**src/include/master_clock_generator_regs.svh**
```systemverilog
// Register offsets, field positions, reset values and loop limits
`ifndef MASTER_CLOCK_GENERATOR_REGS_SVH
`define MASTER_CLOCK_GENERATOR_REGS_SVH

// ----------------------------------------------------------------------
// Register byte offsets
// ----------------------------------------------------------------------
`define CLOCK_GENERATION_CONTROL_OFS 32'h0000_0000
`define CLOCK_STATUS_OFS 32'h0000_0004

// ----------------------------------------------------------------------
// Control field positions
// ----------------------------------------------------------------------
`define CTL_MODE_LSB 0
`define CTL_IDIV_LSB 2
`define CTL_ODIV_LSB 4
`define CTL_MUL_LSB 8
`define CTL_BAND_LSB 13
`define CTL_HALVE_BIT 15
`define CTL_WIDTH 16

// ----------------------------------------------------------------------
// Status field positions
// ----------------------------------------------------------------------
`define STS_LOCKED_BIT 0
`define STS_PLL_BIT 1
`define STS_MC_BIT 2
`define STS_PENDING_BIT 3
`define STS_BAND_LSB 4

// ----------------------------------------------------------------------
// Reset values and encodings
// ----------------------------------------------------------------------
`define CTL_RST 16'h0000
`define MODE_PLL 2'h3
`define ODIV_MAX 4'he
`define IDIV_MAX 2'h3

// ----------------------------------------------------------------------
// Oscillator-loop step limits per band (fraction of ref_clk, 16 bits)
// ----------------------------------------------------------------------
`define BAND0_LO 16'h1000
`define BAND0_HI 16'h4000
`define BAND1_LO 16'h4000
`define BAND1_HI 16'h8000
`define BAND2_LO 16'h8000
`define BAND2_HI 16'hc000

`endif

```
**src/include/master_clock_generator_pkg.sv**
```systemverilog
// Types shared by the master clock generator
package master_clock_generator_pkg;

  // Layout equals the control register, bit 15 down to bit 0
  typedef struct packed {
    logic cpu_clock_halve;
    logic [1:0] oscillator_band_select;
    logic [4:0] loop_multiplier;
    logic [3:0] output_divider;
    logic [1:0] input_divider;
    logic [1:0] clock_mode_select;
  } cfg_t;

  typedef struct packed {
    logic [2:0] sync;
    logic osc;
    logic src;
    logic [1:0] icnt;
    logic [3:0] ocnt;
    logic mc;
    logic cpu;
    logic sys;
    logic [15:0] acc;
    logic [15:0] step;
    logic [7:0] vcnt;
    logic locked;
    cfg_t cfg;
    cfg_t shadow;
    logic [31:0] prdata;
    logic pready;
    logic pslverr;
  } state_t;

endpackage : master_clock_generator_pkg

```
**src/logic/master_clock_generator.sv**
```systemverilog
// Master clock generator with bypass prescalers and digital loop
//
// Our own choices: the APB slave port and the register addresses.
`timescale 1ns/1ps
`include "master_clock_generator_regs.svh"

module master_clock_generator
  import master_clock_generator_pkg::*;
(
  input wire logic ref_clk,
  input wire logic nrst,
  input wire logic osc_in,
  input wire logic psel,
  input wire logic penable,
  input wire logic pwrite,
  input wire logic [31:0] paddr,
  input wire logic [31:0] pwdata,
  output logic [31:0] prdata,
  output logic pready,
  output logic pslverr,
  output logic master_clk,
  output logic cpu_clk,
  output logic sys_clk,
  output logic [1:0] oscillator_band_select,
  output logic pll_locked
);

  // --------------------------------------------------------------------
  // Helpers
  // --------------------------------------------------------------------
  function automatic logic reg_hit(input logic [31:0] a,
                                   input logic [31:0] ofs);
    reg_hit = (a[31:2] == ofs[31:2]);
  endfunction : reg_hit

  function automatic logic [15:0] band_lo(input logic [1:0] b);
    case (b)
      2'h0: band_lo = `BAND0_LO;
      2'h1: band_lo = `BAND1_LO;
      default: band_lo = `BAND2_LO;
    endcase
  endfunction : band_lo

  function automatic logic [15:0] band_hi(input logic [1:0] b);
    case (b)
      2'h0: band_hi = `BAND0_HI;
      2'h1: band_hi = `BAND1_HI;
      default: band_hi = `BAND2_HI;
    endcase
  endfunction : band_hi

  state_t s_q;
  state_t s_d;
  logic osc_edge;
  logic src_edge;
  logic pll;
  logic tick;
  logic ev;
  logic [7:0] target;
  logic [15:0] lo;
  logic [15:0] hi;
  cfg_t wcfg;

  // Step starts inside the lowest band so no out-of-range value is held
  localparam state_t rst_state = '{step: `BAND0_LO, default: '0};

  // --------------------------------------------------------------------
  // Next state
  // --------------------------------------------------------------------
  always_comb begin
    s_d = s_q;
    src_edge = 1'b0;
    // Three-stage input; level moves once stages two and three agree
    s_d.sync = {s_q.sync[1:0], osc_in};
    if (s_q.sync[1] == s_q.sync[2]) begin
      s_d.osc = s_q.sync[2];
    end
    osc_edge = (s_d.osc != s_q.osc);
    pll = (s_q.cfg.clock_mode_select == `MODE_PLL);

    // Input prescaler counts oscillator edges
    if (osc_edge) begin
      if (s_q.icnt >= s_q.cfg.input_divider) begin
        s_d.icnt = 2'h0;
        s_d.src = ~s_q.src;
        src_edge = 1'b1;
      end else begin
        s_d.icnt = s_q.icnt + 2'h1;
      end
    end

    // Oscillator loop: phase accumulator, carry is one edge
    {tick, s_d.acc} = {1'b0, s_q.acc} + {1'b0, s_q.step};
    target = {2'h0, s_q.cfg.loop_multiplier, 1'b0} + 8'h2;
    lo = band_lo(s_q.cfg.oscillator_band_select);
    hi = band_hi(s_q.cfg.oscillator_band_select);
    if (!pll) begin
      s_d.step = lo;
      s_d.vcnt = 8'h0;
      s_d.locked = 1'b0;
    end else begin
      if (tick && s_q.vcnt != 8'hff) begin
        s_d.vcnt = s_q.vcnt + 8'h1;
      end
      if (src_edge && s_d.src) begin
        // One step per reference period keeps the slew smooth
        if (s_q.vcnt < target && s_q.step < hi) begin
          s_d.step = s_q.step + 16'h1;
        end else if (s_q.vcnt > target && s_q.step > lo) begin
          s_d.step = s_q.step - 16'h1;
        end
        s_d.locked = (s_q.vcnt == target);
        // Edge in the boundary cycle opens the next window
        s_d.vcnt = tick ? 8'h1 : 8'h0;
      end
    end

    // Output prescaler, shared by both modes
    ev = pll ? tick : src_edge;
    if (ev) begin
      if (s_q.ocnt >= s_q.cfg.output_divider) begin
        s_d.ocnt = 4'h0;
        s_d.mc = ~s_q.mc;
        if (s_d.mc) begin
          s_d.cfg = s_q.shadow;
        end
      end else begin
        s_d.ocnt = s_q.ocnt + 4'h1;
      end
    end

    // New band applies with the step pulled into its range
    if (s_d.cfg != s_q.cfg) begin
      if (s_d.step < band_lo(s_d.cfg.oscillator_band_select)) begin
        s_d.step = band_lo(s_d.cfg.oscillator_band_select);
      end else if (s_d.step > band_hi(s_d.cfg.oscillator_band_select)) begin
        s_d.step = band_hi(s_d.cfg.oscillator_band_select);
      end
    end

    // CPU and system clocks
    if (!s_d.cfg.cpu_clock_halve) begin
      s_d.cpu = s_d.mc;
    end else if (s_d.mc && !s_q.mc) begin
      s_d.cpu = ~s_q.cpu;
    end
    s_d.sys = s_d.cpu;

    // APB slave, one wait state
    wcfg = cfg_t'(pwdata[`CTL_WIDTH-1:0]);
    if (wcfg.output_divider > `ODIV_MAX) begin
      wcfg.output_divider = `ODIV_MAX;
    end
    s_d.pready = psel && penable && !s_q.pready;
    s_d.pslverr = 1'b0;
    if (s_d.pready) begin
      s_d.prdata = 32'h0;
      s_d.pslverr = !reg_hit(paddr, `CLOCK_GENERATION_CONTROL_OFS) &&
                    !reg_hit(paddr, `CLOCK_STATUS_OFS);
      if (reg_hit(paddr, `CLOCK_GENERATION_CONTROL_OFS)) begin
        s_d.prdata[`CTL_WIDTH-1:0] = s_q.shadow;
        if (pwrite) begin
          s_d.shadow = wcfg;
        end
      end else if (reg_hit(paddr, `CLOCK_STATUS_OFS) && !pwrite) begin
        s_d.prdata[`STS_LOCKED_BIT] = s_q.locked;
        s_d.prdata[`STS_PLL_BIT] = pll;
        s_d.prdata[`STS_MC_BIT] = s_q.mc;
        s_d.prdata[`STS_PENDING_BIT] = (s_q.shadow != s_q.cfg);
        s_d.prdata[`STS_BAND_LSB +: 2] = s_q.cfg.oscillator_band_select;
      end
    end
  end

  // --------------------------------------------------------------------
  // State register
  // --------------------------------------------------------------------
  always_ff @(posedge ref_clk or negedge nrst) begin
    if (!nrst) begin
      s_q <= rst_state;
    end else begin
      s_q <= s_d;
    end
  end

  assign prdata = s_q.prdata;
  assign pready = s_q.pready;
  assign pslverr = s_q.pslverr;
  assign master_clk = s_q.mc;
  assign cpu_clk = s_q.cpu;
  assign sys_clk = s_q.sys;
  assign oscillator_band_select = s_q.cfg.oscillator_band_select;
  assign pll_locked = s_q.locked;

  // --------------------------------------------------------------------
  // Checks
  // --------------------------------------------------------------------
  bypass_edge_a: assert property (@(posedge ref_clk) disable iff (!nrst)
    (s_q.cfg.clock_mode_select[1] == 1'b0 && $stable(s_q.cfg) &&
     $changed(s_q.mc)) |-> $changed(s_q.osc))
    else $error("bypass master clock moved without oscillator edge");

  direct_follow_a: assert property (@(posedge ref_clk) disable iff (!nrst)
    (!pll && s_q.cfg.input_divider == 2'h0 &&
     s_q.cfg.output_divider == 4'h0 && $changed(s_d.osc)) |=>
    $changed(s_q.mc))
    else $error("master clock not following oscillator");

  odiv_limit_a: assert property (@(posedge ref_clk) disable iff (!nrst)
    s_q.shadow.output_divider <= `ODIV_MAX)
    else $error("output divider above limit");

  loop_tick_a: assert property (@(posedge ref_clk) disable iff (!nrst)
    (pll && $changed(s_d.mc)) |-> tick)
    else $error("loop master clock moved without loop edge");

  step_band_a: assert property (@(posedge ref_clk) disable iff (!nrst)
    s_q.step >= band_lo(s_q.cfg.oscillator_band_select) &&
    s_q.step <= band_hi(s_q.cfg.oscillator_band_select) ||
    $changed(s_q.cfg))
    else $error("loop step outside band");

  step_slew_a: assert property (@(posedge ref_clk) disable iff (!nrst)
    (pll && $past(pll) && $stable(s_q.cfg)) |->
    (s_q.step == $past(s_q.step) || s_q.step == $past(s_q.step) + 16'h1 ||
     s_q.step == $past(s_q.step) - 16'h1))
    else $error("loop step jumped");

  cpu_half_a: assert property (@(posedge ref_clk) disable iff (!nrst)
    (s_q.cfg.cpu_clock_halve && $stable(s_q.cfg) && $rose(s_q.mc)) |->
    s_q.cpu != $past(s_q.cpu))
    else $error("halved cpu clock missed a toggle");

  cpu_full_a: assert property (@(posedge ref_clk) disable iff (!nrst)
    !s_q.cfg.cpu_clock_halve |-> s_q.cpu == s_q.mc)
    else $error("cpu clock differs from master clock");

  sys_cpu_a: assert property (@(posedge ref_clk) disable iff (!nrst)
    s_q.sys == s_q.cpu)
    else $error("system clock differs from cpu clock");

  cfg_boundary_a: assert property (@(posedge ref_clk) disable iff (!nrst)
    $changed(s_q.cfg) |-> $rose(s_q.mc))
    else $error("configuration changed inside a period");

  apb_ready_a: assert property (@(posedge ref_clk) disable iff (!nrst)
    (psel && penable && !s_q.pready) |=> s_q.pready ##1 !s_q.pready)
    else $error("apb answer not one wait state");

endmodule : master_clock_generator

```
**config.mk**
```make
export PLATFORM = sky130hd
export DESIGN_NAME = master_clock_generator
export DESIGN_NICKNAME = d
export VERILOG_FILES = /design/src/include/master_clock_generator_pkg.sv /design/src/logic/master_clock_generator.sv
export VERILOG_INCLUDE_DIRS = /design/src /design/src/include
export SDC_FILE = /design/constraint.sdc
export NUM_CORES = 1
export LEC_CHECK = 0
export ABC_AREA = 0
export BUFFER_PORTS_ARGS = -buffer_cell sky130_fd_sc_hd__buf_4
export CORE_MARGIN = 8
export CORE_UTILIZATION = 40
export DETAILED_ROUTE_END_ITERATION = 8
export GPL_TIMING_DRIVEN = 0
export PLACE_DENSITY_LB_ADDON = 0.15
export RECOVER_POWER = 100
export SYNTH_ARGS = -nofsm -noshare
export SYNTH_HDL_FRONTEND = slang
export SYNTH_SLANG_ARGS = --single-unit
```
**constraint.sdc**
```tcl
create_clock -name ref_clk -period 9.8 [get_ports ref_clk]
set_clock_uncertainty 0.05 [all_clocks]
set_input_delay 1.96 -clock ref_clk [delete_from_list [all_inputs] [get_ports ref_clk]]
set_output_delay 1.96 -clock ref_clk [all_outputs]
set_load 0.05 [all_outputs]
```
==> flow_metrics.tcl, run 1 <==
set metrics [dict create \
    status "finished, final reports clean" \
    relSlewSlack_pct 19.68 \
    maxCapViolations 0 \
    grt_pass1_vias 5443 \
    grt_max_degree 105 \
    dr.pass1.iters 4 \
    hold_viol 0 \
    finalCriticalPeriod_ns 6.122 \
    ys_warn_count 0 \
    fin_crit_sh_pct 62.47 \
    area_growth_pct 16.90 \
    diodes 0 \
    ant_nets 0 \
    clk_pin_slew_ns 0.08 \
    antenna_found_initial 0 \
    postSynthAreaPerCell_um2 9.312 \
    crit_top_cell "ha_1" \
    ys.flop_type "dfrtp_1" \
    chipHeight_um 143.9 \
    hpwlAfterDp_mm 12.76 \
    worstPathArrival_ns 6.30 \
    netlist_instances 703 \
    ys_ff_latch 104 \
    root_buffer "clkbuf_16" \
    synth.yosys.seq_area_share_pct 39.77 \
    grt_pass1_wl_mm 27.62 \
    path_cells "ha_1, nand3_1, xor2_1, ha_1, a21o_1, a2111oi_0, nand2_1, a21oi_1, o21ai_0, xnor2_1, a21oi_1, inv_1, ha_1, o21a_1, nor2_1, a31o_1, o31a_1, nand2b_1, clkbuf_1, nor2_1" \
    layout.nets 918 \
    cpPeakStageDelay_ns 1.03 \
    netlist.area_leader.share_pct 39.37 \
    hold_path_class "flop to flop" \
    cp_data_required_time_ns 9.98 \
    rsz0062_at_grt "false" \
    ctsResizeCount 0 \
    gr-total-overflow 0 \
    yosys.area.top_type "dfrtp_1" \
    syn_area_um2 6546 \
    die_width_um 143.9 \
    async_flop_share_pct 100.0 \
    route.detailed.drc 0 \
    path_class "flop to flop" \
    vias 5370 \
    coreArea_um2 15940 \
    ir_drop_mv 0.07290 \
    ios 110 \
    drtIter0Drc 313 \
    cts_buffer_depth 2 \
    synth.area.top_cells "dfrtp_1, ha_1, mux2_2" \
    critPathTopFamily "compound AO/OA/AOI/OAI gates" \
    setup_viol 0 \
    viasPerCell 5.234 \
    report.final.slew_viol_count 0 \
    p_leak_nw 3.715 \
    cts_setup_buffers 0 \
    grt_usage_pct 16.71 \
    cp-start-kind "flop" \
    tns_ns 0 \
    fin_area_um2 7652 \
    routabilityCongestion 0.9123 \
    path_buf_inv 2 \
    routedWlPerCell_um 16.18 \
    drive_gt1_share_pct 17.65 \
    tightest_slew_ns 1.174 \
    cts_hold_buf 0 \
    dieArea_um2 20720 \
    cellPowerDensity_nw_per_um2 129.7 \
    synth_edf_count 0 \
    clkLatencyLatePin_ns 0.36 \
    slowest_stage "a2111oi_0" \
    place_area_um2 7436 \
    cts_htree_levels 3 \
    ys_types 68 \
    crit_path_end_kind "flop" \
    numCtsBuffers 9 \
    fmax_mhz 163.3 \
    routed_wl_mm 16.60 \
    initial_utilization_pct 41.06 \
    dp_cells 1009 \
    tritoncts "yes" \
    clkSinkCount 104 \
    fillers 1548 \
    port_buffers 75 \
    rows 46 \
    worstPathMaxFanout 10 \
    postLayoutCoreUtil_pct 48.00 \
    post_layout_nonfiller_instances 1026 \
]
[cell families after synthesis]
family                   synth area share, %
XOR/XNOR                               6.288
AND/OR/NAND/NOR                        19.86
other                                0.05728
flip-flops                             39.77
buffers and inverters                  7.072
multiplexers                           5.256
adder cells (fa/ha/maj)                8.486
AO/OA/AOI/OAI                          13.21
[report_power, final]
part	internal [mW]	leakage, nW	total [mW]	switching (mW)
logic	0.0603	2.15	0.171	0.111
clock network	0.181	0.147	0.363	0.182
registers	0.443	1.42	0.458	0.0153
total	0.685	3.72	0.992	0.308
[layout by cell type, fill, tap and decap left out, types with 6 or more instances in the layout]
master,count
nand4_1,13
inv_1,27
and3_1,13
ha_1,42
clkbuf_1,43
a21o_1,6
o21ai_0,39
a22oi_1,6
nand2_1,66
mux2_2,26
a21oi_1,31
nor3_1,9
xnor2_1,17
buf_4,82
nand3_1,32
xor2_1,30
conb_1,16
dfrtp_1,103
clkbuf_16,9
nor4_1,17
nor2_1,59
[layer usage]
layer,part of all wire [%],global-route usage (%),up-vias
li1,-,-,2676
met1,45,20.41,2544
met2,48,28.91,134
met3,6.3,3.749,16
met4,1.3,4.538,0
met5,0,0,-
[sequential cells by signal (all words and copies together) (netlist names)]
register and flops:
sys_clk 1, master_clk 1, pready 1, pslverr 1
s_q 79, prdata 16, s_d 2, oscillator_band_select 2
pll_locked 1
[final cells by class]
class | count | area (um^2) | area share (%)
Buffer | 58 | 354.1 | 4.627
Tap cell | 216 | 270.3 | 3.532
Timing Repair Buffer | 76 | 496.7 | 6.491
Clock buffer | 9 | 225.2 | 2.943
Multi-Input combinational cell | 529 | 3527 | 46.09
Inverter | 27 | 101.3 | 1.324
Clock inverter | 7 | 73.82 | 0.9647
Sequential cell | 104 | 2604 | 34.03
[synthesized netlist by cell type, drive strengths merged, types with 5 or more instances]
library cell and count:
a21o 6, a21oi 31, a22oi 6, a31oi 5
and2 5, and3 13, buf 41, clkbuf 17
dfrtp 103, ha 42, inv 27, mux2 27
nand2 66, nand2b 5, nand3 32, nand4 13
nor2 59, nor2b 5, nor3 9, nor4 18
o21a 5, o21ai 44, o31a 5, or4 6
xnor2 17, xor2 30
[worst paths after layout]
| path | depth (start not counted) | slack (ns) | startpoint | to |
|---|---|---|---|---|
| max in group asynchronous | 2 | 7.31 | nrst | s_q[87]$_DFF_PN1_ |
| setup reg to reg | 20 | 3.68 | s_q[58]$_DFF_PN0_ | s_q[80]$_DFF_PN0_ |
| hold / removal | 0 | 0.30 | s_d[119]$_DFF_PN0_ | s_d[120]$_DFF_PN0_ |
| min in group asynchronous | 1 | 1.51 | nrst | s_q[40]$_DFFE_PN0P_ |
| hold reg to reg | 0 | 0.30 | s_d[119]$_DFF_PN0_ | s_d[120]$_DFF_PN0_ |
| setup / recovery | 20 | 3.68 | s_q[58]$_DFF_PN0_ | s_q[80]$_DFF_PN0_ |
[through the flow]
| step | power [mW] | hold slack [ns] | worst slack (ns) |
|---|---|---|---|
| detailed placement | 0.6465 | 0.2865 | 4.276 |
| global placement | 0.6404 | 0.2861 | 4.264 |
| global route | 1.043 | 0.3091 | 3.059 |
| finish | 0.9924 | 0.3006 | 3.678 |
| CTS | 1.011 | 0.3035 | 4.240 |
| floorplan | 0.5805 | 0.2812 | 5.170 |
Power figures use the tool's default switching activity.
==> run 2, diff against run 1 <==
--- a/config.mk
+++ b/config.mk
@@ -6,7 +6,7 @@
 export SDC_FILE = /design/constraint.sdc
 export NUM_CORES = 1
 export LEC_CHECK = 0
-export ABC_AREA = 0
+export ABC_AREA = 1
 export BUFFER_PORTS_ARGS = -buffer_cell sky130_fd_sc_hd__buf_4
 export CORE_MARGIN = 8
 export CORE_UTILIZATION = 40
==> constraint.sdc (replaced) <==
create_clock -name ref_clk -period 5.7 [get_ports ref_clk]
set_clock_uncertainty 0.05 [all_clocks]
set_input_delay 1.14 -clock ref_clk [delete_from_list [all_inputs] [get_ports ref_clk]]
set_output_delay 1.14 -clock ref_clk [all_outputs]
set_load 0.05 [all_outputs]
==> flow_metrics.tcl, run 2 <==
set metrics [dict create \
    tightest_slew_ns 2.335 \
    dieArea_um2 21370 \
    clkLatencyLatePin_ns 0.35 \
    synth.area.top_cells "dfrtp_1, nand2_1, ha_1" \
    initial_utilization_pct 40.89 \
    viasPerCell 4.629 \
    ir_drop_mv 0.2184 \
    ff2ff_setup_slack_ns 0.91 \
    regToRegStartpoint "s_q[58]$_DFF_PN0_" \
    root_buffer "clkbuf_16" \
    drive_gt1_share_pct 13.59 \
    final_cell_mix "nand2_1, inv_1, dfrtp_1" \
    hold_path_class "flop to flop" \
    die_width_um 146.2 \
    path_buf_inv 5 \
    netlist_instances 879 \
    p_sw_mw 1.546 \
    reg2reg_depth 26 \
    cp-start-kind "flop" \
    netlist.area_leader.share_pct 38.01 \
    routed_wl_mm 15.72 \
    cp_data_required_time_ns 5.93 \
    cellPowerDensity_nw_per_um2 433.6 \
    p_leak_nw 4.082 \
    ys_types 46 \
    port_buffers 75 \
    grt_usage_pct 15.10 \
    synth.yosys.seq_area_share_pct 38.40 \
    rsz0062_at_grt "false" \
    ys_warn_count 0 \
    chipHeight_um 146.2 \
    cpPeakStageDelay_ns 0.49 \
    numCtsBuffers 9 \
    diodes 0 \
    rows 47 \
    relSlewSlack_pct -55.68 \
    cts_hold_buf 0 \
    hold-path-endpoint "s_d[120]$_DFF_PN0_" \
    internal_power_mw 1.855 \
    cts_htree_levels 3 \
    vias 5582 \
    largest_reg_flops 79 \
    clkSinkCount 104 \
    routabilityCongestion 0.8126 \
    cts_setup_buffers 0 \
    crit_start "s_q[58]$_DFF_PN0_" \
    fin_crit_sh_pct 84.06 \
    yosys.area.top_type "dfrtp_1" \
    dr.pass1.iters 4 \
    violations "max-capacitance violations, max-slew violations" \
    hpwlAfterDp_mm 12.39 \
    p_seq_share_pct 31.1 \
    drtIter0Drc 308 \
    ys.flop_type "dfrtp_1" \
    slowest_stage "a21oi_1" \
    grt_pass1_wl_mm 26.84 \
    path_class "flop to flop" \
    cts_buffer_depth 2 \
    critPathTopFamily "simple AND/OR/NAND/NOR gates" \
    r2r_end "s_q[88]$_DFF_PN0_" \
    worstPathMaxFanout 10 \
    holdPathStages 0 \
    ctsResizeCount 0 \
    setup_viol 0 \
    p_clk_share_pct 18.3 \
    fmax_mhz 208.7 \
    synth_edf_count 0 \
    tritoncts "yes" \
    status "finished with violations" \
    clk_pin_slew_ns 0.07 \
    syn_area_um2 6780 \
    grt_max_degree 105 \
    post_layout_nonfiller_instances 1206 \
    yosys.cell_count.top_type "nand2_1" \
    postSynthAreaPerCell_um2 7.714 \
    coreArea_um2 16580 \
    async_flop_share_pct 100.0 \
    finalCriticalPeriod_ns 4.792 \
    antenna_found_initial 0 \
    tns_ns 0 \
    final_common_cell "nand2_1" \
    routedWlPerCell_um 13.03 \
    worstPathArrival_ns 5.02 \
    grt_pass1_vias 5525 \
    ys_ff_latch 104 \
    layout.nets 1094 \
    report.final.slew_viol_count 96 \
    hold_viol 0 \
    route.detailed.drc 0 \
    largest-register "s_q" \
    ios 110 \
    dp_cells 1189 \
    p_sw_share_pct 45.45 \
    gr-total-overflow 0 \
    ant_nets 0 \
    crit_path_end_kind "flop" \
    maxCapViolations 1 \
    p_comb_share_pct 50.6 \
    min-delay-start "s_d[119]$_DFF_PN0_" \
    area_growth_pct 15.70 \
    synth.cells.most_frequent "nand2_1, inv_1, dfrtp_1" \
]
run 2: final cells by class:
type                            count  area, um^2
Buffer                             51       355.3
Clock buffer                       10       239.0
Clock inverter                      6       56.30
Fill cell                        1704        8738
Inverter                          121       456.7
Multi-Input combinational cell    618        3381
Sequential cell                   104        2604
Tap cell                          220       275.3
Timing Repair Buffer               76       478.0
run 2: worst max-delay path by stage:
stage,to,cells after the start
3_5_place_dp,s_q[83]$_DFF_PN0_,26
6_report,s_q[88]$_DFF_PN0_,26
5_1_grt,s_q[88]$_DFF_PN0_,26
4_1_cts,s_q[83]$_DFF_PN0_,26
2_1_floorplan,s_q[83]$_DFF_PN0_,26
3_3_place_gp,s_q[83]$_DFF_PN0_,26
run 2: logic make-up (layout without fill, tap and decap cells):
group,count (synthesis),count (layout),share of synthesized area [%]
AND/OR/NAND/NOR,390,390,25.43
buffers and inverters,172,264,12.03
AO/OA/AOI/OAI,132,132,11.26
flip-flops,104,104,38.40
adder cells (fa/ha/maj),43,43,8.046
XOR/XNOR,37,37,4.779
other,1,16,0.05531
run 2: stage by stage:
stage | hold WS [ns] | setup slack, ns | cell area (um^2) | util (%) | power (mW)
after floorplan | 0.2812 | 1.851 | 6837 | - | 2.424
after global placement | 0.2820 | 1.233 | 7675 | 46.28 | 2.819
after detailed placement | 0.2870 | 1.276 | 7675 | 46.28 | 2.841
after CTS | 0.3056 | 1.243 | 7970 | 48.06 | 3.483
after global routing | 0.3219 | 0.4309 | 7845 | 47.31 | 3.731
final | 0.3019 | 0.9084 | 7845 | 47.31 | 3.401
run 2: routing by layer:
layer	GRT usage (%)	share of wire [%]	vias up
met3	3.121	2.7	7
met5	0	0	-
met2	25.07	48	65
met1	19.62	49	2497
met4	3.812	0.88	0
li1	-	-	3013
run 2: power groups by stage:
| stage | combinational (mW) | sequential [mW] | clock (mW) |
|---|---|---|---|
| floorplan | 1.38 | 1.05 | 0 |
| global placement | 1.75 | 1.07 | 0 |
| detailed placement | 1.77 | 1.07 | 0 |
| CTS | 1.77 | 1.06 | 0.647 |
| global route | 1.98 | 1.08 | 0.674 |
| finish | 1.72 | 1.06 | 0.622 |
==> run 3, diff against run 2 <==
==> constraint.sdc (replaced) <==
create_clock -name ref_clk -period 4.73 [get_ports ref_clk]
set_clock_uncertainty 0.05 [all_clocks]
set_input_delay 0.946 -clock ref_clk [delete_from_list [all_inputs] [get_ports ref_clk]]
set_output_delay 0.946 -clock ref_clk [all_outputs]
set_load 0.05 [all_outputs]
==> flow_metrics.tcl, run 3 (synthesis results as in run 2) <==
set metrics [dict create \
    clkLatencyLatePin_ns 0.35 \
    largest-register "s_q" \
    coreArea_um2 16580 \
    register_area_um2 2604 \
    route.detailed.drc 0 \
    root_buffer "clkbuf_16" \
    path_depth 26 \
    gr-total-overflow 0 \
    path_buf_inv 5 \
    viasPerCell 4.632 \
    rows 47 \
    vias 5586 \
    critPathTopFamily "simple AND/OR/NAND/NOR gates" \
    cp_data_required_time_ns 4.96 \
    crit_path_end_kind "flop" \
    regToRegStartpoint "s_q[58]$_DFF_PN0_" \
    cts_setup_buffers 0 \
    multi_input_area_um2 3405 \
    ir_drop_mv 0.2654 \
    ios 110 \
    cellPowerDensity_nw_per_um2 522.9 \
    cts_hold_buf 0 \
    path_class "flop to flop" \
    routed_wl_mm 15.76 \
    tightest_slew_ns 2.350 \
    drtIter0Drc 297 \
    tns_ns 0 \
    slowest_stage "dfrtp_1" \
    cts_htree_levels 3 \
    fmax_mhz 233.9 \
    grt_pass1_vias 5525 \
    crit_start "s_q[58]$_DFF_PN0_" \
    dieArea_um2 21370 \
    routedWlPerCell_um 13.06 \
    ctsResizeCount 0 \
    violations "max-capacitance violations, max-slew violations" \
    drive_gt1_share_pct 14.00 \
    status "finished with violations" \
    chipHeight_um 146.2 \
    cpPeakStageDelay_ns 0.43 \
    report.final.slew_viol_count 96 \
    p_leak_nw 4.091 \
    clkSinkCount 104 \
    fin_crit_sh_pct 90.39 \
    ff2ff_setup_slack_ns 0.45 \
    relSlewSlack_pct -56.65 \
    grt_pass1_wl_mm 26.84 \
    grt_max_degree 105 \
    layout.nets 1094 \
    diodes 0 \
    largest_reg_flops 79 \
    postLayoutCoreUtil_pct 47.45 \
    numCtsBuffers 9 \
    worstPathMaxFanout 10 \
    final_common_cell "nand2_1" \
    area_growth_pct 16.05 \
    initial_utilization_pct 40.89 \
    wl_met1_mm 7.628 \
    worstPathArrival_ns 4.50 \
    tritoncts "yes" \
    ant_nets 0 \
    routed-wl-met2_mm 7.504 \
    crit_end "s_q[84]$_DFF_PN0_" \
    hold_viol 0 \
    finalCriticalPeriod_ns 4.275 \
    port_buffers 75 \
    hold_path_class "flop to flop" \
    wl_met3_um 449 \
    cts_buffer_depth 2 \
    hpwlAfterDp_mm 12.39 \
    final_cell_mix "nand2_1, inv_1, dfrtp_1" \
    rsz0062_at_grt "false" \
    grt_usage_pct 15.10 \
    dr.pass1.iters 4 \
    setup_viol 0 \
    top_layer "met4" \
    die_width_um 146.2 \
    clk_pin_slew_ns 0.07 \
    reg2reg_depth 26 \
    maxCapViolations 1 \
    antenna_found_initial 0 \
    r2r_end "s_q[84]$_DFF_PN0_" \
    cp-start-kind "flop" \
    routabilityCongestion 0.8126 \
    fillers 1700 \
]
run 3: cell counts in the layout (fill, tap and decap cells not counted):
Identical to the previous run, type by type.
run 3: per-stage QoR:
step	setup WS [ns]	hold slack (ns)	instances	instance area (um^2)	power (mW)
6_report	0.4546	0.3018	1206	7869	4.114
3_3_place_gp	0.2630	0.2820	1189	7675	3.398
2_1_floorplan	0.8815	0.2812	894	6837	2.921
3_5_place_dp	0.3057	0.2870	1189	7675	3.424
4_1_cts	0.2730	0.3056	1205	7970	4.197
5_1_grt	0.02666	0.3219	1206	7869	4.509
run 3: worst min path at each step:
stage / startpoint / end / slack (ns) / cells after the start
final: s_d[119]$_DFF_PN0_ / s_d[120]$_DFF_PN0_ / 0.30 / 0
after global routing: s_d[119]$_DFF_PN0_ / s_d[120]$_DFF_PN0_ / 0.32 / 0
after CTS: s_d[119]$_DFF_PN0_ / s_d[120]$_DFF_PN0_ / 0.31 / 0
after detailed placement: s_d[119]$_DFF_PN0_ / s_d[120]$_DFF_PN0_ / 0.29 / 0
after global placement: s_d[119]$_DFF_PN0_ / s_d[120]$_DFF_PN0_ / 0.28 / 0
after floorplan: s_d[119]$_DFF_PN0_ / s_d[120]$_DFF_PN0_ / 0.28 / 0
run 3: per-layer routing:
layer | track usage (%) | vias up
li1 | - | 3014
met1 | 19.62 | 2492
met2 | 25.07 | 70
met3 | 3.121 | 10
met4 | 3.812 | 0
met5 | 0 | -
run 3: area by class of cell:
type	instances	area share [%]
multi-input cells	618	43.27
clock buffers	10	3.037
flip-flops and latches	104	33.09
inverters	121	5.804
well taps	220	3.498
clock inverters	6	0.7155
plain buffers	51	4.516
repair buffers	76	6.074
run 3: report_power, final:
| part | switching (mW) | internal [mW] |
|---|---|---|
| sequential | 0.185 | 1.09 |
| clock | 0.366 | 0.385 |
| combinational | 1.33 | 0.764 |
